`src/hw/sirf_pkg.sv`:
```
// Constants and types shared by the supply integrity and reset flag block.
package sirf_pkg;

    localparam int          CLK_PERIOD_NS  = 40;
    localparam int          T_RSTL_OUT_NS  = 500;
    localparam int          WDG_MIN_CYC    =
        (T_RSTL_OUT_NS + CLK_PERIOD_NS - 1) / CLK_PERIOD_NS;
    localparam logic [12:0] WDG_MIN_LOAD   = 13'(WDG_MIN_CYC - 1);
    localparam int          DLY_SHORT_CYC  = 256;
    localparam int          DLY_LONG_CYC   = 4096;
    localparam logic [12:0] DLY_SHORT_LOAD = 13'(DLY_SHORT_CYC - 1);
    localparam logic [12:0] DLY_LONG_LOAD  = 13'(DLY_LONG_CYC - 1);

    localparam int          WB_ADR_W       = 4;
    localparam logic [3:0]  ICSR_ADDR      = 4'h0;

    localparam int          BIT_WATCHDOG_RESET_FLAG      = 0;
    localparam int          BIT_LOWVOLT_RESET_FLAG      = 4;
    localparam int          BIT_FLAG       = 5;
    localparam int          BIT_IRQ_EN     = 6;
    localparam logic [7:0]  ICSR_RESET     = 8'h00;

    typedef enum logic [2:0] {
        SIRF_IDLE   = 3'b001,
        SIRF_ACTIVE = 3'b010,
        SIRF_DELAY  = 3'b100
    } sirf_state_t;

    typedef enum logic [1:0] {
        SIRF_SRC_EXT = 2'h0,
        SIRF_SRC_WDG = 2'h1,
        SIRF_SRC_LVD = 2'h2
    } sirf_src_t;

    typedef struct packed {
        logic                cyc;
        logic                stb;
        logic                we;
        logic [WB_ADR_W-1:0] adr;
        logic [3:0]          sel;
        logic [31:0]         dat;
    } sirf_wb_req_t;

endpackage : sirf_pkg

```
`src/hw/sirf_top.sv`:
```
// Supply integrity monitor, reset sequencer and reset source flags.
`timescale 1ns/1ps

module sirf_top (
    input  wire logic              I_CLK,
    input  wire logic              I_RST_N,
    input  wire sirf_pkg::sirf_wb_req_t I_WB,
    output logic [31:0]            O_WB_DAT,
    output logic                   O_WB_ACK,
    input  wire logic              I_LVD_OPT_EN,
    input  wire logic              I_LONG_DLY_OPT,
    input  wire logic              I_LVD_LOW,
    input  wire logic              I_AVD_LOW,
    input  wire logic              I_WDG_UFLOW,
    input  wire logic              I_RST_PIN_IN,
    output logic                   O_RST_PIN_OUT,
    output logic                   O_RST_PIN_OE,
    output logic                   O_CPU_RST_N,
    input  wire logic              I_HALT,
    input  wire logic              I_WAIT,
    input  wire logic              I_CC_MASK,
    input  wire logic              I_IRQ_ACK,
    output logic                   O_IRQ,
    output logic                   O_WAKE
);
    import sirf_pkg::*;

    function automatic logic [7:0] icsr_image(
        input logic en,
        input logic flag,
        input logic lowvolt_reset_flag,
        input logic watchdog_reset_flag
    );
        logic [7:0] v;
        v = 8'h00;
        v[BIT_IRQ_EN] = en;
        v[BIT_FLAG]   = flag;
        v[BIT_LOWVOLT_RESET_FLAG]  = lowvolt_reset_flag;
        v[BIT_WATCHDOG_RESET_FLAG]  = watchdog_reset_flag;
        return v;
    endfunction : icsr_image

    // Reset sequencer state.
    sirf_state_t state_ff;
    sirf_state_t nxt_state;
    sirf_src_t   src_ff;
    sirf_src_t   nxt_src;
    logic [12:0] cnt_ff;
    logic [12:0] nxt_cnt;
    logic        oe_ff;
    logic        nxt_oe;
    logic        cpu_rst_n_ff;
    logic        nxt_cpu_rst_n;
    logic        lvd_low;
    logic        set_lvd;
    logic        set_wdg;

    assign lvd_low = I_LVD_LOW & I_LVD_OPT_EN;

    always_comb begin
        nxt_state = state_ff;
        nxt_src   = src_ff;
        nxt_cnt   = cnt_ff;
        set_lvd   = 1'b0;
        set_wdg   = 1'b0;
        case (state_ff)
            SIRF_IDLE: begin
                if (lvd_low) begin
                    nxt_state = SIRF_ACTIVE;
                    nxt_src   = SIRF_SRC_LVD;
                    set_lvd   = 1'b1;
                end else if (I_WDG_UFLOW) begin
                    nxt_state = SIRF_ACTIVE;
                    nxt_src   = SIRF_SRC_WDG;
                    nxt_cnt   = WDG_MIN_LOAD;
                    set_wdg   = 1'b1;
                end else if (!I_RST_PIN_IN && !oe_ff) begin
                    nxt_state = SIRF_ACTIVE;
                    nxt_src   = SIRF_SRC_EXT;
                end
            end
            SIRF_ACTIVE: begin
                if (lvd_low) begin
                    nxt_src = SIRF_SRC_LVD;
                    set_lvd = (src_ff != SIRF_SRC_LVD);
                end else if (src_ff == SIRF_SRC_WDG && cnt_ff != 13'h0) begin
                    nxt_cnt = cnt_ff - 13'h1;
                end else if (src_ff == SIRF_SRC_EXT && !I_RST_PIN_IN) begin
                    nxt_state = SIRF_ACTIVE;
                end else begin
                    nxt_state = SIRF_DELAY;
                    nxt_cnt   = I_LONG_DLY_OPT ? DLY_LONG_LOAD
                                               : DLY_SHORT_LOAD;
                end
            end
            SIRF_DELAY: begin
                if (lvd_low) begin
                    nxt_state = SIRF_ACTIVE;
                    nxt_src   = SIRF_SRC_LVD;
                    set_lvd   = 1'b1;
                end else if (I_WDG_UFLOW) begin
                    nxt_state = SIRF_ACTIVE;
                    nxt_src   = SIRF_SRC_WDG;
                    nxt_cnt   = WDG_MIN_LOAD;
                    set_wdg   = 1'b1;
                end else if (cnt_ff == 13'h0) begin
                    nxt_state = SIRF_IDLE;
                end else begin
                    nxt_cnt = cnt_ff - 13'h1;
                end
            end
            default: begin
                nxt_state = SIRF_IDLE;
            end
        endcase
        // An external source already holds the pin low, so it is left
        // undriven then; otherwise its release could never be seen.
        nxt_oe = (nxt_state == SIRF_DELAY) ||
                 (nxt_state == SIRF_ACTIVE &&
                  nxt_src != SIRF_SRC_EXT);
        nxt_cpu_rst_n = (nxt_state == SIRF_IDLE);
    end

    always_ff @(posedge I_CLK or negedge I_RST_N) begin
        if (!I_RST_N) begin
            state_ff     <= SIRF_IDLE;
            src_ff       <= SIRF_SRC_EXT;
            cnt_ff       <= 13'h0;
            oe_ff        <= 1'b0;
            cpu_rst_n_ff <= 1'b0;
        end else begin
            state_ff     <= nxt_state;
            src_ff       <= nxt_src;
            cnt_ff       <= nxt_cnt;
            oe_ff        <= nxt_oe;
            cpu_rst_n_ff <= nxt_cpu_rst_n;
        end
    end

    // Wishbone slave, one wait state; a write lands on the ack edge.
    logic        ack_ff;
    logic        nxt_ack;
    logic [31:0] dat_ff;
    logic [31:0] nxt_dat;
    logic        wb_req;
    logic        hit;
    logic        wr_now;

    assign wb_req = I_WB.cyc & I_WB.stb;
    assign hit    = (I_WB.adr == ICSR_ADDR);
    assign wr_now = wb_req & ack_ff & I_WB.we & hit & I_WB.sel[0];

    // Integrity register state.
    logic en_ff;
    logic nxt_en;
    logic flag_ff;
    logic nxt_flag;
    logic pend_ff;
    logic nxt_pend;
    logic lowvolt_reset_flag_ff;
    logic nxt_lowvolt_reset_flag;
    logic watchdog_reset_flag_ff;
    logic nxt_watchdog_reset_flag;
    logic in_rst;
    logic toggle;
    logic en_rise;

    assign in_rst = (state_ff != SIRF_IDLE);

    always_comb begin
        nxt_ack = wb_req & ~ack_ff;
        nxt_dat = 32'h0;
        if (wb_req && !ack_ff && hit) begin
            nxt_dat = {24'h0, icsr_image(en_ff, flag_ff,
                                         lowvolt_reset_flag_ff, watchdog_reset_flag_ff)};
        end
    end

    always_comb begin
        nxt_flag = flag_ff;
        nxt_en   = en_ff;
        if (!I_HALT) begin
            nxt_flag = I_AVD_LOW & I_LVD_OPT_EN;
            if (wr_now) begin
                nxt_en = I_WB.dat[BIT_IRQ_EN];
            end
        end
        if (in_rst) begin
            nxt_en = 1'b0;
        end
        // Changes are latched even while disabled, so that enabling after
        // the supply has recovered still reports that change once.
        toggle  = (nxt_flag != flag_ff);
        // Enabling while the warning is up asks for service at once.
        en_rise = nxt_en & ~en_ff & flag_ff;
        nxt_pend = pend_ff;
        if (I_IRQ_ACK) begin
            nxt_pend = 1'b0;
        end
        if (!I_HALT && (toggle || en_rise)) begin
            nxt_pend = 1'b1;
        end
        if (in_rst) begin
            nxt_pend = 1'b0;
        end
        // Hardware sets win over a zero written in the same cycle; a one
        // written to either flag has no effect.
        nxt_lowvolt_reset_flag = lowvolt_reset_flag_ff;
        nxt_watchdog_reset_flag = watchdog_reset_flag_ff;
        if (wr_now && !I_HALT) begin
            if (!I_WB.dat[BIT_LOWVOLT_RESET_FLAG]) begin
                nxt_lowvolt_reset_flag = 1'b0;
            end
            if (!I_WB.dat[BIT_WATCHDOG_RESET_FLAG]) begin
                nxt_watchdog_reset_flag = 1'b0;
            end
        end
        if (set_wdg) begin
            nxt_watchdog_reset_flag = 1'b1;
        end
        if (set_lvd) begin
            nxt_lowvolt_reset_flag = 1'b1;
            nxt_watchdog_reset_flag = 1'b0;
        end
    end

    always_ff @(posedge I_CLK or negedge I_RST_N) begin
        if (!I_RST_N) begin
            ack_ff   <= 1'b0;
            dat_ff   <= 32'h0;
            en_ff    <= ICSR_RESET[BIT_IRQ_EN];
            flag_ff  <= ICSR_RESET[BIT_FLAG];
            pend_ff  <= 1'b0;
            lowvolt_reset_flag_ff <= ICSR_RESET[BIT_LOWVOLT_RESET_FLAG];
            watchdog_reset_flag_ff <= ICSR_RESET[BIT_WATCHDOG_RESET_FLAG];
        end else begin
            ack_ff   <= nxt_ack;
            dat_ff   <= nxt_dat;
            en_ff    <= nxt_en;
            flag_ff  <= nxt_flag;
            pend_ff  <= nxt_pend;
            lowvolt_reset_flag_ff <= nxt_lowvolt_reset_flag;
            watchdog_reset_flag_ff <= nxt_watchdog_reset_flag;
        end
    end

    // Interrupt and wake outputs.
    logic irq_ff;
    logic nxt_irq;
    logic wake_ff;
    logic nxt_wake;

    always_comb begin
        nxt_irq  = nxt_pend & nxt_en & ~I_CC_MASK;
        nxt_wake = nxt_irq & I_WAIT & ~I_HALT;
    end

    always_ff @(posedge I_CLK or negedge I_RST_N) begin
        if (!I_RST_N) begin
            irq_ff  <= 1'b0;
            wake_ff <= 1'b0;
        end else begin
            irq_ff  <= nxt_irq;
            wake_ff <= nxt_wake;
        end
    end

    assign O_WB_ACK      = ack_ff;
    assign O_WB_DAT      = dat_ff;
    assign O_RST_PIN_OUT = 1'b0 & oe_ff;
    assign O_RST_PIN_OE  = oe_ff;
    assign O_CPU_RST_N   = cpu_rst_n_ff;
    assign O_IRQ         = irq_ff;
    assign O_WAKE        = wake_ff;

    // Helper: length of the last delay phase, for checking only.
    logic [12:0] dly_run;
    logic        dly_long;

    always_ff @(posedge I_CLK or negedge I_RST_N) begin
        if (!I_RST_N) begin
            dly_run  <= 13'h0;
            dly_long <= 1'b0;
        end else if (state_ff == SIRF_DELAY) begin
            dly_run <= dly_run + 13'h1;
        end else begin
            dly_run  <= 13'h0;
            dly_long <= I_LONG_DLY_OPT;
        end
    end
endmodule : sirf_top

```
`config.mk`:
```
export PLATFORM = sky130hd
export DESIGN_NAME = sirf_top
export DESIGN_NICKNAME = d
export VERILOG_FILES = /design/src/hw/sirf_pkg.sv /design/src/hw/sirf_top.sv
export SDC_FILE = /design/constraint.sdc
export NUM_CORES = 1
export LEC_CHECK = 0
export BUFFER_PORTS_ARGS = -buffer_cell sky130_fd_sc_hd__buf_4
export CAP_MARGIN = 20
export CORE_MARGIN = 8
export CORE_UTILIZATION = 30
export DETAILED_ROUTE_END_ITERATION = 8
export PLACE_DENSITY = 0.58
export SYNTH_ARGS = -nofsm -noshare
export SYNTH_HDL_FRONTEND = slang
export SYNTH_SLANG_ARGS = --single-unit
```
`constraint.sdc`:
```
create_clock -name I_CLK -period 3.15 [get_ports I_CLK]
set_input_delay 0.315 -clock I_CLK [delete_from_list [all_inputs] [get_ports I_CLK]]
set_output_delay 0.315 -clock I_CLK [all_outputs]
set_load 0.01 [all_outputs]
```
* After elaboration in Yosys (flattened, before gate mapping)
Index checks and enable logic that the tools add are counted.
** Operators by class
- Add/sub/neg operators :: 1
- Eq/ne operators :: 18
- Mux-type cells :: 48
- Bitwise gates (word level) :: 18
- Reductions and logical operators :: 26
** Operators by type and width (count)
- 2-to-1 mux 13 bit :: 8
- case mux 13 bit (3 select lines) :: 1
- 2-to-1 mux 3 bit :: 9
- 2-to-1 mux 1 bit :: 19
- AND 1 bit :: 14
- logical NOT 13 bit :: 1
- nonzero test 13 bit :: 1
- subtractor 13 x 1 -> 13 bit, second input constant :: 1
- 2-to-1 mux 12 bit :: 1
- 2-to-1 mux 2 bit :: 6
- inequality test 2 bit, second input constant :: 5
- case mux 3 bit (3 select lines) :: 1
- logical AND 1 bit :: 8
- 2-to-1 mux 7 bit :: 1
- AND reduction 7 bit :: 1
- equality test 3 x 1 -> 1 bit, second input constant :: 2
- equality test 3 x 2 -> 1 bit, second input constant :: 2
- equality test 3 bit, second input constant :: 2
- inequality test 3 x 1 -> 1 bit, second input constant :: 2
- inequality test 3 bit, second input constant :: 2
- case mux 2 bit (3 select lines) :: 1
- nonzero test 3 bit :: 2
- logical NOT 1 bit :: 4
- logical NOT 4 bit :: 1
- other kinds (10) :: 16
** Storage, ports and cells
- Bits in registers :: 60
- Bits of input ports :: 55
- Output and inout bits :: 38
- Logic and storage cells :: 125

* Logic depth before layout (Yosys ltp)
Gate-level depths: netlist of the first run.
- Word-level depth :: 18
- Depth in mapped cells :: 9

* Worst setup path after synthesis of the first run
OpenSTA, ideal clock, no wires.
- Path type :: register -> register
- Start point :: register cnt_ff[0]
- End point :: register cnt_ff[11]
- Library setup time :: 0.121 ns
- Arrival time :: 2.297 ns
- Path slack :: 0.733 ns
- Cell stages (with the launch flop) :: 9
- Path through :: dfrtp_1 -> inv_1 -> ha_1 -> or3b_1 -> buf_2 -> or4_4 -> a221oi_4 -> o211ai_1 -> a22o_1
** Between the ends
- Longest elaborated chain between the ends :: 5
** RTL lines
- start: declaration :: line sirf_top.sv:48 : logic [12:0] cnt_ff;
- start signal: assignment :: line sirf_top.sv:134 : cnt_ff <= nxt_cnt;
- subtractor 13 x 1 -> 13 bit / nonzero test 13 bit (equally long branches) :: line sirf_top.sv:87, sirf_top.sv:109, sirf_top.sv:86
- 2-to-1 mux 13 bit / logical AND 1 bit (equally long branches) :: line sirf_top.sv:106, sirf_top.sv:86
- 2-to-1 mux 13 bit (on tied branches) :: line sirf_top.sv:101, sirf_top.sv:86
- 2-to-1 mux 13 bit (on tied branches) :: line sirf_top.sv:97, sirf_top.sv:83
- case mux 13 bit (3 select lines) :: line sirf_top.sv:66 : case (state_ff)
Several ways; a longest one is shown, not always the timed one. The select of a mux whose other input is x is not followed.
A chain may end at the register's enable or synchronous reset.

* Worst setup path after layout of the first run
Same ends and word-level chain as after synthesis.

==> results of run 1 <==
[sequential cells by signal (all words and copies together), names as in the netlist]
register	flops
pend_ff	1
O_IRQ	1
O_RST_PIN_OE	1
en_ff	1
state_ff	3
flag_ff	1
cnt_ff	13
src_ff	2
O_WB_ACK	1
O_CPU_RST_N	1
watchdog_reset_flag_ff	1
O_WB_DAT	4
lowvolt_reset_flag_ff	1
O_WAKE	1
[power by group through the flow]
stage	Sequential, W	Combinational [W]	Clock, W
after CTS	0.000651	0.000838	0.000364
after global routing	0.000674	0.000933	0.000375
after detailed placement	0.000656	0.000835	0
after floorplan	0.000603	0.000680	0
after global placement	0.000658	0.000823	0
final	0.000656	0.000834	0.000342
[layer usage]
metal / vias to the layer above / GRT usage [%] / routed length [um] / part of all wire [%]
met4: 0 / 3.492 / 55 / 1.1
li1: 880 / - / - / -
met1: 815 / 12.59 / 2216 / 45
met2: 62 / 16.47 / 2367 / 48
met3: 4 / 2.422 / 286 / 5.8
met5: - / 0 / 0 / 0
[cell usage in the layout (no fill, tap or decap), types with 4 or more instances in the layout]
cell type                  instances
sky130_fd_sc_hd__a211oi_1          4
sky130_fd_sc_hd__a21oi_1          10
sky130_fd_sc_hd__and2_1            7
sky130_fd_sc_hd__buf_4            36
sky130_fd_sc_hd__clkbuf_8          7
sky130_fd_sc_hd__conb_1           29
sky130_fd_sc_hd__dfrtp_1          31
sky130_fd_sc_hd__inv_1             8
sky130_fd_sc_hd__nand2_1          18
sky130_fd_sc_hd__nand3_1           4
sky130_fd_sc_hd__nor2_1           11
sky130_fd_sc_hd__nor2b_1           8
sky130_fd_sc_hd__nor3_1           11
sky130_fd_sc_hd__o211ai_1          6
sky130_fd_sc_hd__o21ai_0          16
sky130_fd_sc_hd__or4_1             4
[metrics by stage]
stage | hold slack (ns) | power [W] | area (um^2) | utilization, %
after detailed placement | 0.2858 | 0.001490 | 2357 | 34.70
final | 0.2652 | 0.001832 | 2464 | 36.26
after global routing | 0.2698 | 0.001982 | 2464 | 36.26
after CTS | 0.2525 | 0.001853 | 2464 | 36.26
after global placement | 0.2851 | 0.001481 | 2357 | 34.70
after floorplan | 0.01941 | 0.001283 | 2217 | -
[cells by family (layout without fill, tap and decap cells)]
group           after synthesis  after routing  share of synthesized area (%)
simple gates                 82             82                          21.56
compound gates               72             72                          24.94
buf+inv                      44             52                          13.27
flops                        32             32                          37.97
mux                           2              2                          1.066
fa+ha+maj                     1              1                         0.5923
other cells                   1             29                         0.1776
xor+xnor                      1              1                         0.4148
[Yosys cell counts (2+ instances only)]
library cell / n
sky130_fd_sc_hd__a211oi_1: 4
sky130_fd_sc_hd__a21boi_0: 3
sky130_fd_sc_hd__a21o_1: 3
sky130_fd_sc_hd__a21oi_1: 10
sky130_fd_sc_hd__a22o_1: 3
sky130_fd_sc_hd__a31oi_1: 3
sky130_fd_sc_hd__a32oi_1: 2
sky130_fd_sc_hd__and2_1: 7
sky130_fd_sc_hd__buf_2: 5
sky130_fd_sc_hd__buf_4: 29
sky130_fd_sc_hd__clkbuf_1: 2
sky130_fd_sc_hd__dfrtp_1: 31
sky130_fd_sc_hd__inv_1: 8
sky130_fd_sc_hd__mux2_2: 2
sky130_fd_sc_hd__nand2_1: 18
sky130_fd_sc_hd__nand3_1: 4
sky130_fd_sc_hd__nor2_1: 11
sky130_fd_sc_hd__nor2b_1: 8
sky130_fd_sc_hd__nor3_1: 11
sky130_fd_sc_hd__nor3b_1: 2
sky130_fd_sc_hd__nor4_1: 2
sky130_fd_sc_hd__o211ai_1: 6
sky130_fd_sc_hd__o21a_1: 2
sky130_fd_sc_hd__o21ai_0: 16
sky130_fd_sc_hd__o22a_1: 3
sky130_fd_sc_hd__o31ai_1: 2
sky130_fd_sc_hd__o32a_1: 2
sky130_fd_sc_hd__or3_1: 3
sky130_fd_sc_hd__or4_1: 4
sky130_fd_sc_hd__or4_4: 2
[area by class of cell]
| type | count | area (um^2) |
|---|---|---|
| fill | 717 | 4330 |
| tap | 96 | 120.1 |
| clock buffer | 7 | 96.34 |
| timing repair buffer | 37 | 280.3 |
| inverter | 8 | 30.03 |
| multi-input combinational | 187 | 1135 |
| sequential | 32 | 802.0 |
[repair_timing]
action / CTS / global route
setup buffers: 0 / 0
hold buffers: 1 / 0
hold endpoints to repair: 31 / 0
[final timing paths]
path	cells past startpoint	slack [ns]	to
hold / removal	2	0.27	flag_ff
setup / recovery	7	0.48	cnt_ff[11]
min in group asynchronous	2	0.51	O_IRQ
max in group asynchronous	2	2.32	state_ff[0]
hold reg to reg	1	0.47	O_WB_DAT[0]
setup reg to reg	7	0.48	cnt_ff[11]
==> results by stage, run 1 <==
STA:
- Once routing completed, OpenROAD measured the worst setup slack at roughly 0.48 ns.
- The shortest clock period the worst path allows after layout is ~2.7 ns.
- The number of hold-slack violations in the final timing report is 0.
- Setup repair after global routing left no endpoint under its margin.
- The number of max-slew violations in the final report is 0.
- After routing, the total negative slack on setup checks comes to 0 ns.
- Static timing analysis puts the maximum clock frequency at approximately 0.37 GHz.
- The worst path uses 84.77% of the clock period.
- The transition time of the tightest slew-check pin is between 0.6 and 0.7 ns.
- The final worst clock skew is roughly 0.0061 ns.
- The relative slew slack is between 50 and 60%.
- Setup violations remaining at the end of the flow were counted as 0.

Die:
- The core outline area is 6794 um^2.
- The initial utilization of the core area, before any placement, comes to 31.09%.
- The full die area is around 10000 um^2.
- During I/O placement, the number of pins put on the boundary was between 90 and 100.
- The floorplan has 30 rows.
- The overall die width is roughly 100 um.
- The floorplan step set the die height to 99.91 um.

Placed design:
- The placed wire-length estimate after detailed placement is between 3000 and 4000 um.
- Routability-driven placement finished with a final weighted congestion of roughly 0.82.
- The number of placed instances, taps included is between 300 and 400.
- During placement, the flow inserted port buffers numbering 31.
- Timing analysis after detailed placement gives a worst setup slack of about 0.52 ns.

Synth:
- The average cell area after synthesis is between 8 and 9 um^2.
- The top-area cell type share of the netlist area is approximately 37%.
- The most used flip-flop cell after synthesis is sky130_fd_sc_hd__dfrtp_1.
- The post-synthesis cell count is ~240.
- The Yosys warning count is 0.
- The biggest area consumer among synthesized cells is sky130_fd_sc_hd__dfrtp_1.
- Counting flops with a built-in enable in the synthesized netlist gives 0.
- The flip-flop and latch count after synthesis is 32.
- The proportion of register bits with asynchronous set or reset after synthesis is 100.0%.
- The distinct cell type count after synthesis is between 50 and 60.
- The register area share after synthesis is a little under two fifths.
- The mapped netlist covers 2112 um^2.
- In the post-synthesis netlist, the biggest area contributors are sky130_fd_sc_hd__dfrtp_1 37%, sky130_fd_sc_hd__buf_4 10%, sky130_fd_sc_hd__o21ai_0 3.8%.

Critical path:
- The startpoint identified for the worst register-to-register timing path is cnt_ff[0].
- The most critical setup path has its startpoint at cnt_ff[0].
- In this design, the stage delay of the slowest critical-path cell is roughly 0.59 ns.
- The cell with the biggest individual delay on the critical path is sky130_fd_sc_hd__or4_4.
- STA classifies the critical path endpoint as a register.
- At the worst endpoint, the arrival time is 2.84 ns.
- Traced cell by cell, the critical path runs through inv_1 > ha_1 > or3b_1 > or4_4 > a221oi_4 > o211ai_1 > a22o_1.
- The worst setup path is launched from a register.
- The worst setup path is of the register to register kind.
- Grouping stages by cell kind, the critical path spends the most delay in simple AND/OR/NAND/NOR gates.
- STA puts the critical path data required time at approximately 3.3 ns.
- In this run the worst path has a maximum fanout of 7.
- The number of buffers and inverters on the critical path is 1.

Global routing:
- The number of global-route vias before repair came to ~1700.
- Entering global routing, the biggest net connects 33 pins.
- For this run, the total global-route usage over all layers was measured as 10.08%.
- The global-route wire length before repair is 8293 um.
- For this run the aggregate overflow at the end of global routing stands at 0.
- The number of antenna violations at the first check in global routing came to 0.

Drt:
- The count of nets left with antenna violations after detail routing is 0.
- The average wire length per cell after detail routing is ~13 um.
- The DRC violation count after routing is 0.
- The via-per-instance ratio is 4.798.
- The pre-antenna-repair detailed-routing pass consisted of 4 iterations.
- The starting DRC count in detailed routing is around 180.
- The sum of routed wire length over all layers is approximately 4900 um.
- Across all layers, the routed design uses ~1800 vias.

Cells and area:
- The final standard cell count with taps included and fillers excluded is about 370.
- The area growth from synthesis to layout is 16.65%.
- The fraction of layout cells with a size suffix above 1 is approximately a fifth.
- The number of antenna cells inserted is 0.
- At the end of the flow, the number of nets in the layout was between 300 and 400.

Clock tree:
- The TritonCTS clock tree is built.
- The clock sink count is 32.
- After clock tree synthesis, the clock-pin slew on the worst setup and hold paths is 0.07 ns.
- The root buffer selected by CTS is sky130_fd_sc_hd__clkbuf_8.
- Gates resized during post-CTS repair numbered 0.
- The total CTS buffers is 5.
- Clock latency on the worst-skew pair, taken at its later pin, is about 0.28 ns.
- The H-tree was split into 2 levels.
- The longest clock path from root to sink contains 2 buffers.

Flow run:
- Max-cap violations in this run came to 0.

Pwr:
- The clock network is responsible for roughly a fifth of the overall power.
- The leakage power of the design is ~1.1 nW.
- For this design the total switching power over the nets is around 0.00074 W.
- The total power density per cell area is 743.7 nW/um^2.
- The switching fraction of total power is approximately two fifths.
- The fraction of power consumed by combinational cells is between 40% and 50%.
- Internal power comes to ~0.0011 W.
- The highest ir drop seen on vdd is just under 0.0002 V.
- The proportion of power drawn by flip-flops and latches is about 36%.

Worst hold path:
- The origin of the worst min-delay path is I_HALT.
- The min-delay analysis places its worst path in the category input port to register.

Run status:
- The flow ran to the end, and the final reports show no timing, DRC or antenna violations.
(Power assumes the default switching activity.)
==> run 2: changes to the inputs <==
ABC_AREA = 1   (was unset)
PLACE_DENSITY = 0.6   (was 0.58)
clock period = 2.3 ns   (was 3.15 ns; I/O delays follow)
==> run 2 against run 1 <==
Hold slack lost 0.087 ns. Global-route usage shrank 0.18 points. Combinational power grew 50%. Sequential share of layout area grew 0.13 points. Total power grew 43%. Clock power grew 55%. Non-clock buffer count shrank 5.
==> results by stage, run 2 <==
STA:
- The number of hold-slack violations in the final timing report is 0.
- Setup repair after global routing left no endpoint under its margin.
- The achievable frequency is between 0.5 and 0.6 GHz.
- The ratio of final minimum period to clock period is about four fifths.
- Counting I/O delays and the setup requirement, the final critical path takes between 1.5 and 2 ns.
- For the final routed database, the setup TNS stands at 0 ns.
- The final worst clock skew is approximately 0.017 ns.
- The number of max-slew violations in the final report was 0.
- The worst path meets setup with around 0.48 ns of slack.
- The total of endpoints with negative setup slack in the final report is 0.

Cells and area:
- Leaving out fill and tap cells, the most frequent cell in the layout is sky130_fd_sc_hd__nand2_1.
- The fraction of layout cells with a size suffix above 1 is between 10% and 20%.
- The library cells used most frequently in the layout, excluding fill and tap cells, are 62 x sky130_fd_sc_hd__nand2_1, 38 x sky130_fd_sc_hd__inv_1, 31 x sky130_fd_sc_hd__dfrtp_1, 31 x sky130_fd_sc_hd__buf_4, 30 x sky130_fd_sc_hd__nor2_1.
- The number of antenna cells inserted is 0.
- Relative to the synthesized area, the layout overhead comes to 17.07%.
- The number of flip-flops under the largest register name is 13.
- The register with the highest flop count is cnt_ff.
- The net count of the finished layout is roughly 380.
- The post-route standard cell area excluding fillers is between 2000 and 2500 um^2.

Placed design:
- The worst slack after detailed placement is 0.5212 ns.
- The HPWL after detailed placement is 3638 um.
- Buffers placed on the I/O ports in this run total 31.
- The cell area after placement is 2336 um^2.
- The placer's final routability congestion estimate is ~0.8.

Global routing:
- The largest net degree at the start of global routing is 33.
- The global-route wire length before repair is 7990 um.
- The number of antenna violations at the first check in global routing is 0.
- The overall fraction of global-route tracks in use is 9.897%.
- The number of global-route vias before repair was 1729.
- Global routing finished with a remaining overflow of 0.

Die:
- The overall die width is between 90 and 100 um.
- 93 I/O pins were placed.
- The chip height is 99.58 um.
- The full die area is between 9000 and 10000 um^2.
- In this run the core area contains 30 standard-cell rows.
- The core outline area is approximately 6800 um^2.
- For this configuration, the core starts out at a cell density of 30.85%.

Pwr:
- VDD sags by at most between 0.0005 and 0.0006 V.
- The leakage power of the design is roughly 1.3 nW.
- Power spread over the standard cell area amounts to 1065 nW/um^2.

Synth:
- The average cell area after synthesis is between 7 and 8 um^2.
- The share of synthesized area in the top cell type comes to 37.01%.
- The synthesized netlist occupies a cell area of around 2100 um^2.
- The post-synthesis cell count is between 200 and 300.
- The number of enable flip-flop cells after synthesis is 0.
- The distinct cell type count after synthesis is 33.
- In the synthesized netlist the dominant register cell turns out to be sky130_fd_sc_hd__dfrtp_1.
- Of all flip-flops after synthesis, the portion carrying an async set or reset was 100.0%.
- Sorting the synthesized cells by area gives the leading types as sky130_fd_sc_hd__dfrtp_1 37%, sky130_fd_sc_hd__nand2_1 11%, sky130_fd_sc_hd__buf_4 10%.
- The biggest area consumer among synthesized cells is sky130_fd_sc_hd__dfrtp_1.
- Of the synthesized area, sequential elements account for between 30% and 40%.
- The Yosys warning count is 0.
- The flip-flop and latch count after synthesis is 32.
- After synthesis, the most frequently instantiated cells are 62 x sky130_fd_sc_hd__nand2_1, 38 x sky130_fd_sc_hd__inv_1, 31 x sky130_fd_sc_hd__dfrtp_1.
- sky130_fd_sc_hd__nand2_1 is the most common cell in the netlist.

Drt:
- The sum of routed wire length over all layers is 4617 um.
- In this run the remaining antenna-violating nets after routing total 0.
- The iteration count of the initial detailed-routing pass is 5.
- The average wire length per cell after detail routing is ~11 um.
- For this run, design rule violations remaining after detail routing come to 0.
- After the first detailed-routing iteration, the DRC count stood at 53.
- The via-per-instance ratio is 4.155.
- For this block, the via count after detailed routing is 1741.

Critical path:
- The arrival time reported for the critical path endpoint is slightly below 2 ns.
- STA classifies the critical path startpoint as a register.
- The critical path goes through inv_1 > ha_1 > nand2_1 > nor2_4 > nand4_1 > nand3_4 > inv_2 > nand2_1 > nand2_1 > nand2_1 > inv_1.
- The cell with the biggest individual delay on the critical path is sky130_fd_sc_hd__dfrtp_1.
- Of all nets on the critical path, the largest fanout is 10.
- The cell that appears most often on the critical path is sky130_fd_sc_hd__nand2_1.
- The required time of the critical path is about 2.5 ns.
- The category of the worst setup path capture point is a register.
- The category of the most critical setup path is register to register.
- On the worst path, the slowest cell contributes a delay of about 0.36 ns.

Clock tree:
- The clock-pin slew of the registers on the worst-case setup and hold paths is 0.08 ns.
- The total CTS buffers is 5.
- No sink is reached through more buffers than the 2 on the longest clock path.
- Clock latency on the worst-skew pair, taken at its later pin, is 0.29 ns.
- TritonCTS built the clock tree.
- The post-CTS setup buffer count is 0.
- After clock tree synthesis, the repair step resized 0 gates.
- The root buffer selected by CTS is sky130_fd_sc_hd__clkbuf_8.
- For this design, the sink count on the clock tree is 32.
- The H-tree depth reported by CTS is 2.

Worst hold path:
- The min-delay analysis places its worst path in the category input port to register.

Run status:
- The run finished with clean final reports.

Flow run:
- Across the run, the number of max-cap violations was 0.
==> run 2: cell count changes in the layout (fill, tap and decap cells not counted), moves of 5 or more <==
cell / change
sky130_fd_sc_hd__buf_4: -5
sky130_fd_sc_hd__inv_2: +7
sky130_fd_sc_hd__nor2b_1: -8
sky130_fd_sc_hd__nor2_1: +19
sky130_fd_sc_hd__nand3_1: +8
sky130_fd_sc_hd__inv_1: +30
sky130_fd_sc_hd__nand4_1: +6
sky130_fd_sc_hd__nor3_1: -9
sky130_fd_sc_hd__nand2_1: +44
sky130_fd_sc_hd__and2_1: -7
==> run 2: repair_timing <==
action,in CTS,in global routing
endpoints found under the setup margin,0,0
hold buffers,1,0
endpoints found under the hold margin,31,0
==> run 2: power by group <==
group	leakage [nW]	internal [W]	switching, W	total, W
Sequential	0.407	0.000728	0.000106	0.000834
Clock	0.0552	0.000321	0.000210	0.000531
Combinational	0.835	0.000423	0.000823	0.00125
==> run 2: cell type report <==
cell class / instances / area, um^2
clock buffer: 6 / 72.57
timing repair buffer: 32 / 242.7
inverter: 47 / 178.9
multi-input combinational: 204 / 1002
tap: 96 / 120.1
sequential: 32 / 802.0
clock inverter: 2 / 35.03
fill: 743 / 4340
==> run 2: cell families after synthesis <==
kind of cell             Yosys count  share of synthesized area [%]
AND/OR/NAND/NOR                  129                          29.25
buffers and inverters             76                          18.93
AO/OA/AOI/OAI                     40                          10.69
flip-flops                        32                          38.27
XOR/XNOR                           5                          2.089
adder cells (fa/ha/maj)            1                         0.5969
other                              1                         0.1789
==> run 2: final timing paths <==
| check | startpoint | end | slack (ns) | cells after the start |
|---|---|---|---|---|
| max reg2reg | cnt_ff[0] | cnt_ff[9] | 0.48 | 11 |
| max in group asynchronous | I_RST_N | state_ff[0] | 1.54 | 2 |
| min in group asynchronous | I_RST_N | cnt_ff[3] | 0.41 | 2 |
| min reg2reg | lowvolt_reset_flag_ff | O_WB_DAT[4] | 0.50 | 2 |
| max | cnt_ff[0] | cnt_ff[9] | 0.48 | 11 |
| min | I_WB[4] | lowvolt_reset_flag_ff | 0.18 | 3 |
==> run 2: layer usage <==
layer  GRT usage (%)  vias to the layer above  wire length [um]  part of all wire, %
met5               0                        -                 0                    0
met4           4.191                        0                42                 0.91
met3           2.514                        2               270                  5.8
met2           16.22                       45              2180                   47
met1           11.99                      785              2122                   46
li1                -                      909                 -                    -
==> run 2: critical path, delay by kind of cell (launching register included) <==
family,cells,cell delay (ns)
adder cells (fa/ha/maj),1,0.25
buffers and inverters,3,0.30
flip-flops,1,0.36
AND/OR/NAND/NOR,7,0.79
==> run 2: through the flow <==
step	power (W)	hold WS, ns	utilization (%)	std cells
detailed placement	0.002095	0.2022	34.38	410
finish	0.002612	0.1782	36.11	419
floorplan	0.001827	-0.06559	-	312
CTS	0.002640	0.1691	36.11	419
global placement	0.002075	0.1983	34.38	410
global route	0.002862	0.1800	36.11	419
